### src/amwt_params.svh
/*
  Constants for the asynchronous memory wait-timeout block.
  Assumes inclusion by its bare name from the design files.
*/
`ifndef AMWT_PARAMS_SVH
`define AMWT_PARAMS_SVH

`define AMWT_NUM_CS      4
`define AMWT_CS_W        2
`define AMWT_ADDR_W      24
`define AMWT_DATA_W      32
`define AMWT_WAIT_W      8
`define AMWT_ZERO_DATA   32'h0000_0000
`define AMWT_SETUP_CYC   8'h02
`define AMWT_STROBE_CYC  8'h04
`define AMWT_ONE_CYC     8'h01

`endif

### src/amwt_pkg.sv
/*
  Types for the asynchronous memory wait-timeout block.
  Assumes the constants header is on the include path.
*/
`include "amwt_params.svh"

package amwt_pkg;

  typedef enum logic [1:0]
  {
    AMWT_IDLE   = 2'b00,
    AMWT_SETUP  = 2'b01,
    AMWT_STROBE = 2'b11,
    AMWT_WAITX  = 2'b10
  } amwt_state_t;

  typedef enum logic [1:0]
  {
    AMWT_KIND_ASYNC = 2'b00,
    AMWT_KIND_SDRAM = 2'b01,
    AMWT_KIND_OWN   = 2'b10
  } amwt_kind_t;

endpackage

### src/amwt_err_if.sv
/*
  Carrier between the access engine and the timeout error tracker.
  Assumes both ends run on the same system clock.
*/
`timescale 1ns/1ps
`default_nettype none

interface amwt_err_if;
  logic async_done;
  logic timed_out;
  logic sdram_done;
  logic err;

  modport engine
  (
    output async_done,
    output timed_out,
    output sdram_done,
    input  err
  );

  modport tracker
  (
    input  async_done,
    input  timed_out,
    input  sdram_done,
    output err
  );
endinterface

`default_nettype wire

### src/amwt_err_track.sv
/*
  Sticky timeout error flag.
  Assumes one-cycle completion pulses from the access engine.
*/
`timescale 1ns/1ps
`default_nettype none

module amwt_err_track
(
  input  wire logic    sys_clk_in,
  input  wire logic    rstn_in,
  amwt_err_if.tracker  err_if
);

  logic err_reg;
  logic err_next;

  // A timeout in the same cycle as any clearing completion wins.
  always_comb
  begin
    err_next = err_reg;
    if (err_if.async_done && !err_if.timed_out)
    begin
      err_next = 1'b0;
    end
    if (err_if.sdram_done)
    begin
      err_next = 1'b0;
    end
    if (err_if.async_done && err_if.timed_out)
    begin
      err_next = 1'b1;
    end
  end

  always_ff @(posedge sys_clk_in or negedge rstn_in)
  begin
    if (!rstn_in)
    begin
      err_reg <= 1'b0;
    end
    else
    begin
      err_reg <= err_next;
    end
  end

  assign err_if.err = err_reg;

endmodule

`default_nettype wire

### src/amwt_top.sv
/*
  Asynchronous memory side of an external memory interface with
  extended-wait timeout detection and a persistent timeout error.
  Assumes one host request at a time, held until done; the SDRAM
  path sits outside and reports completion here, own register space supplies only data.
*/
`timescale 1ns/1ps
`default_nettype none
`include "amwt_params.svh"

module amwt_top
(
  input  wire logic                      sys_clk_in,
  input  wire logic                      rstn_in,
  input  wire logic                      req_in,
  input  wire logic [1:0]                req_kind_in,
  input  wire logic [`AMWT_CS_W-1:0]     req_cs_in,
  input  wire logic [`AMWT_ADDR_W-1:0]   req_addr_in,
  input  wire logic [`AMWT_NUM_CS-1:0]   ext_wait_en_in,
  input  wire logic [`AMWT_WAIT_W-1:0]   max_wait_in,
  input  wire logic [`AMWT_DATA_W-1:0]   own_rdata_in,
  input  wire logic                      sdram_done_in,
  input  wire logic [`AMWT_DATA_W-1:0]   sdram_rdata_in,
  input  wire logic [`AMWT_DATA_W-1:0]   mem_data_in,
  input  wire logic                      mem_wait_in,
  output logic                           done_out,
  output logic [`AMWT_DATA_W-1:0]        rdata_out,
  output logic                           timeout_err_out,
  output logic [`AMWT_NUM_CS-1:0]        mem_cs_n_out,
  output logic                           mem_oe_n_out,
  output logic [`AMWT_ADDR_W-1:0]        mem_addr_out
);

  // ----------------------------------------------------------------
  // Input synchronisers
  // ----------------------------------------------------------------
  // The wait pin and the read data come from outside the clock domain.
  logic                     wait_s1_reg;
  logic                     wait_s2_reg;
  logic [`AMWT_DATA_W-1:0]  data_s1_reg;
  logic [`AMWT_DATA_W-1:0]  data_s2_reg;

  always_ff @(posedge sys_clk_in or negedge rstn_in)
  begin
    if (!rstn_in)
    begin
      wait_s1_reg <= 1'b0;
      wait_s2_reg <= 1'b0;
      data_s1_reg <= `AMWT_ZERO_DATA;
      data_s2_reg <= `AMWT_ZERO_DATA;
    end
    else
    begin
      wait_s1_reg <= mem_wait_in;
      wait_s2_reg <= wait_s1_reg;
      data_s1_reg <= mem_data_in;
      data_s2_reg <= data_s1_reg;
    end
  end

  // ----------------------------------------------------------------
  // Access engine
  // ----------------------------------------------------------------
  amwt_err_if err_if ();

  amwt_pkg::amwt_state_t      state_reg;
  amwt_pkg::amwt_state_t      state_next;
  logic [`AMWT_WAIT_W-1:0]    cnt_reg;
  logic [`AMWT_WAIT_W-1:0]    cnt_next;
  logic [`AMWT_CS_W-1:0]      cs_reg;
  logic [`AMWT_CS_W-1:0]      cs_next;
  logic                       ext_reg;
  logic                       ext_next;
  logic [`AMWT_ADDR_W-1:0]    addr_reg;
  logic [`AMWT_ADDR_W-1:0]    addr_next;
  logic                       done_reg;
  logic                       done_next;
  logic [`AMWT_DATA_W-1:0]    rdata_reg;
  logic [`AMWT_DATA_W-1:0]    rdata_next;
  logic                       async_done;
  logic                       timed_out;
  logic                       busy;

  assign busy = (state_reg != amwt_pkg::AMWT_IDLE) || done_reg;

  always_comb
  begin
    state_next = state_reg;
    cnt_next   = cnt_reg;
    cs_next    = cs_reg;
    ext_next   = ext_reg;
    addr_next  = addr_reg;
    done_next  = 1'b0;
    rdata_next = rdata_reg;
    async_done = 1'b0;
    timed_out  = 1'b0;
    unique case (state_reg)
      amwt_pkg::AMWT_IDLE:
      begin
        if (req_in && !busy)
        begin
          if (req_kind_in == amwt_pkg::AMWT_KIND_OWN)
          begin
            // The error flag is left untouched by own-register reads.
            done_next  = 1'b1;
            rdata_next = own_rdata_in;
          end
          else if (req_kind_in == amwt_pkg::AMWT_KIND_ASYNC)
          begin
            cs_next    = req_cs_in;
            // Mode is latched per access, so clearing it takes effect
            // on the next access to that chip select.
            ext_next   = ext_wait_en_in[req_cs_in];
            addr_next  = req_addr_in;
            cnt_next   = `AMWT_SETUP_CYC;
            state_next = amwt_pkg::AMWT_SETUP;
          end
        end
        if (sdram_done_in)
        begin
          done_next  = 1'b1;
          rdata_next = sdram_rdata_in;
        end
      end
      amwt_pkg::AMWT_SETUP:
      begin
        cnt_next = cnt_reg - `AMWT_ONE_CYC;
        if (cnt_reg == `AMWT_ONE_CYC)
        begin
          cnt_next   = `AMWT_STROBE_CYC;
          state_next = amwt_pkg::AMWT_STROBE;
        end
      end
      amwt_pkg::AMWT_STROBE:
      begin
        cnt_next = cnt_reg - `AMWT_ONE_CYC;
        if (cnt_reg == `AMWT_ONE_CYC)
        begin
          if (ext_reg && wait_s2_reg)
          begin
            cnt_next   = `AMWT_WAIT_W'(0);
            state_next = amwt_pkg::AMWT_WAITX;
          end
          else
          begin
            async_done = 1'b1;
            done_next  = 1'b1;
            rdata_next = data_s2_reg;
            state_next = amwt_pkg::AMWT_IDLE;
          end
        end
      end
      amwt_pkg::AMWT_WAITX:
      begin
        if (!wait_s2_reg)
        begin
          async_done = 1'b1;
          done_next  = 1'b1;
          rdata_next = data_s2_reg;
          state_next = amwt_pkg::AMWT_IDLE;
        end
        else if (cnt_reg >= max_wait_in)
        begin
          // Wait still active once the count reaches the maximum count.
          async_done = 1'b1;
          timed_out  = 1'b1;
          done_next  = 1'b1;
          rdata_next = `AMWT_ZERO_DATA;
          state_next = amwt_pkg::AMWT_IDLE;
        end
        else
        begin
          cnt_next = cnt_reg + `AMWT_ONE_CYC;
        end
      end
    endcase
  end

  always_ff @(posedge sys_clk_in or negedge rstn_in)
  begin
    if (!rstn_in)
    begin
      state_reg <= amwt_pkg::AMWT_IDLE;
      cnt_reg   <= `AMWT_WAIT_W'(0);
      cs_reg    <= `AMWT_CS_W'(0);
      ext_reg   <= 1'b0;
      addr_reg  <= `AMWT_ADDR_W'(0);
      done_reg  <= 1'b0;
      rdata_reg <= `AMWT_ZERO_DATA;
    end
    else
    begin
      state_reg <= state_next;
      cnt_reg   <= cnt_next;
      cs_reg    <= cs_next;
      ext_reg   <= ext_next;
      addr_reg  <= addr_next;
      done_reg  <= done_next;
      rdata_reg <= rdata_next;
    end
  end

  // ----------------------------------------------------------------
  // Error tracker and outputs
  // ----------------------------------------------------------------
  assign err_if.async_done = async_done;
  assign err_if.timed_out  = timed_out;
  assign err_if.sdram_done = sdram_done_in;

  amwt_err_track u_err
  (
    .sys_clk_in (sys_clk_in),
    .rstn_in    (rstn_in),
    .err_if     (err_if)
  );

  logic active;
  assign active = (state_reg != amwt_pkg::AMWT_IDLE);

  assign done_out        = done_reg;
  assign rdata_out       = rdata_reg;
  assign timeout_err_out = err_if.err;
  assign mem_cs_n_out    = active ? ~(`AMWT_NUM_CS'(1) << cs_reg)
                                  : {`AMWT_NUM_CS{1'b1}};
  assign mem_oe_n_out    = !(state_reg == amwt_pkg::AMWT_STROBE ||
                             state_reg == amwt_pkg::AMWT_WAITX);
  assign mem_addr_out    = addr_reg;

endmodule

`default_nettype wire

### config.mk
export PLATFORM = sky130hd
export DESIGN_NAME = amwt_top
export DESIGN_NICKNAME = d
export VERILOG_FILES = /design/src/amwt_pkg.sv /design/src/amwt_err_if.sv /design/src/amwt_err_track.sv /design/src/amwt_top.sv
export VERILOG_INCLUDE_DIRS = /design/src /design/src/src
export SDC_FILE = /design/constraint.sdc
export NUM_CORES = 1
export LEC_CHECK = 0
export BUFFER_PORTS_ARGS = -buffer_cell sky130_fd_sc_hd__buf_4
export CAP_MARGIN = 20
export CORE_MARGIN = 5
export CORE_UTILIZATION = 45
export DETAILED_ROUTE_END_ITERATION = 6
export GPL_ROUTABILITY_DRIVEN = 1
export PLACE_DENSITY_LB_ADDON = 0.08
export SLEW_MARGIN = 20
export SYNTH_ARGS = -nofsm -noshare
export SYNTH_HDL_FRONTEND = slang
export SYNTH_SLANG_ARGS = --single-unit
### constraint.sdc
create_clock -name sys_clk_in -period 2.18 [get_ports sys_clk_in]
set_input_delay 0.327 -clock sys_clk_in [delete_from_list [all_inputs] [get_ports sys_clk_in]]
set_output_delay 0.327 -clock sys_clk_in [all_outputs]
set_load 0.02 [all_outputs]
==> summary.md <==
| Metric | Value |
|---|---|
| Status | finished, violations left |
| Failing checks | setup timing |
| Sequential area share after synthesis | 58.5% |
| Detailed-route vias per instance | 4.88 |
| Crit path kind | flip-flop to flip-flop |
| RSZ-0062 raised after global routing | true |
| Crit path capture type | flip-flop |
| Pwr/cell area | 1380 nW/um2 |
| Avg WL per Cell | 16.6 um |
| Initial Util | 46.2% |
| Gr ovfl total | 0 |
| Mapped Cells | 500 |
| Core area | 12700 um2 |
| Remaining antenna violation count | 0 |
| Vias | 4670 |
| Worst skew pair latency | 420 ps |
| Setup WS post-layout | -96.8 ps |
| Die Ht | 124 um |
| Netlist cell types | 48 |
| Final Skew | 7.61 ps |
| TritonRoute pass-1 iters | 4 |
| # setup viols final | 32 |
| DRC | 0 |
| Initial antenna violation count | 0 |
| Area share of the largest cell type after synthesis | 58.5% |
| Slew @ Worst Pin | 522 ps |
| Synth area leader | dfrtp_1 |
| Multi-input gate area | 2310 um2 |
| Io pins | 204 |
| Worst slew margin | 65.0% |
| Top post-synthesis cells by area | dfrtp_1 (59%), nand2_1 (8.0%), mux2_4 (7.4%) |
| Nets | 926 |
| ANT cells | 0 |
| Leakage | 4.46 nW |
| Design area | 8940 um2 |
| Worst-path cell chain | inv_2, ha_4, or4b_4, nor2_4, nand3_2, o31ai_4, buf_6, buf_16, mux2_4 |
| Asr flop ratio synth | 100% |
| Root Buffer | clkbuf_16 |
| Fin crit share | 104% |
| Fin util | 70.6% |
| Port bufs | 203 |
| HPWL Detailed | 10700 um |
| Fillers | 937 |
| FP Rows | 41 |
| Final WL | 15900 um |
| Num CTS Buffers | 17 |
| Clk slew on worst S/H paths | 60 ps |
| Layout cell share with drive strength beyond 1 | 43.1% |
| FF-to-FF Start | cnt_reg[1]$_DFFE_PN0P_ |
| Synth warn | 0 |
| Max cap viols | 0 |
| Maximum vdd drop | 1.04 mV |
| Hold Path Origin | mem_data_in[18] |
| Top FF cell, synth | dfrtp_1 |
| CTS tree | yes |
| GR Util All Layers | 21.0% |
| Iteration-0 DRC count of the detailed router | 237 |
| Number of global-route vias before repair | 4857 |
| Clock buffer depth | 2 |
| Critical Path Fanout Max | 8 |
| Largest net degree at the start of global routing | 50 |
| FF+latch area | 3430 um2 |
| Origin of the worst setup path | cnt_reg[1]$_DFFE_PN0P_ |
| Slowest stage delay, CP | 490 ps |
| Avg Synthesized Cell Area | 11.7 um2 |
| Setup WS pre-CTS | -154 ps |
| Placed Instance Area | 7770 um2 |
| Worst EP arrival | 2580 ps |
| Crit start category | flip-flop |
| HP Class | input pin to flip-flop |
| Layout area overhead | 52.7% |
| Fin. max-slew vios | 0 |
| Mapped cell area | 5860 um2 |
| Post-synth EDFFs | 0 |
| Final hold slack | 19.5 ps |
| CTS Sinks | 137 |
| Slowest CP cell | or4b_4 |
| Syn Nets | 652 |
| Final Wtd Congestion | 0.909 |
| Synthesis-stage register bit count | 137 |
| Fin. Hold Viols | 0 |
| Die X | 124 um |
| Fmax | 439 MHz |
| First-pass GRT wire length | 24200 um |
| Htree depth | 4 |
| Worst Path Required | 2480 ps |
| Die area | 15400 um2 |
| Final min period | 2280 ps |
cell type report:
type | instances | area share, %
Tap cell | 172 | 2.41
Sequential cell | 137 | 38.4
Inverter | 14 | 0.588
Clock inverter | 10 | 1.86
Multi-Input combinational cell | 324 | 25.9
Clock buffer | 20 | 5.11
Timing Repair Buffer | 280 | 25.8
where the power goes:
part	leakage [nW]	total [mW]	internal, mW	switching (mW)
Sequential	1.65	3.71	3.24	0.470
Clock	0.299	3.04	1.97	1.07
Combinational	2.52	5.56	2.82	2.74
cell usage after synthesis (5+ instances only):
| library cell | n |
|---|---|
| dfrtp_1 | 137 |
| nand2_1 | 125 |
| o21ai_0 | 39 |
| mux2i_1 | 34 |
| mux2_4 | 29 |
| clkbuf_1 | 15 |
| nor2_1 | 15 |
| inv_1 | 14 |
| ha_1 | 11 |
| a21oi_1 | 9 |
| nand3_1 | 5 |
| nor3_1 | 5 |
kinds of logic after synthesis:
kind of cell    share of synthesized area (%)
fa+ha+maj                                2.35
mux                                      14.4
buf+inv                                  3.57
xor+xnor                                0.598
compound gates                           7.88
simple gates                             12.6
flops                                    58.5
placed cells by master (no fill, tap or decap), types with 5 or more instances in the layout:
master / instances
a21oi_1: 7
buf_4: 239
buf_6: 5
clkbuf_16: 19
dfrtp_1: 135
dlygate4sd3_1: 29
ha_1: 9
inv_1: 12
mux2_4: 32
mux2i_1: 34
nand2_1: 125
nor2_1: 13
o21ai_0: 36
worst max-delay path: cells and delay by family (launching register included):
kind / cells / cell delay [ps]
buffers and inverters: 3 / 440
flip-flops: 1 / 410
AND/OR/NAND/NOR: 3 / 770
multiplexers: 1 / 300
AO/OA/AOI/OAI: 1 / 110
adder cells (fa/ha/maj): 1 / 120
worst paths after layout:
check                                               to  slack [ps]  cells past startpoint
setup / recovery             rdata_out[14]$_DFFE_PN0P_        -100                      9
hold / removal               data_s1_reg[18]$_DFF_PN0_          20                      1
setup reg to reg             rdata_out[14]$_DFFE_PN0P_        -100                      9
hold reg to reg              data_s2_reg[27]$_DFF_PN0_         340                      0
max in group asynchronous    data_s2_reg[30]$_DFF_PN0_        1080                      3
min in group asynchronous  mem_addr_out[6]$_DFFE_PN0P_         410                      2
layer usage:
layer  vias up  routed length, um  part of all wire (%)  global-route usage, %
met5         -                  0                     0                      0
met4         0                345                   2.2                   8.08
met3        29                988                   6.2                   7.18
met2       142               8210                    52                   35.1
met1      2260               6310                    40                   25.0
li1       2239                  -                     -                      -
metrics by stage:
stage                     instances  total power [mW]  TNS (ps)
after floorplan                 500              6.74         0
after global placement          884              8.61     -2700
after detailed placement        884              8.71     -3780
after CTS                       950              12.2      -257
after global routing            957              13.0     -4150
final                           957              12.3     -2420
repair_timing:
| item | in CTS | in global routing |
|---|---|---|
| hold buffers | 26 | 3 |
| cloned | 2 | 2 |
| resized for setup | 14 | 8 |
| pin swaps | 1 | 3 |
| hold endpoints to repair | 71 | 3 |
| setup buffers | 8 | 2 |
| endpoints found under the setup margin | 34 | 37 |
(Power assumes the default switching activity.)
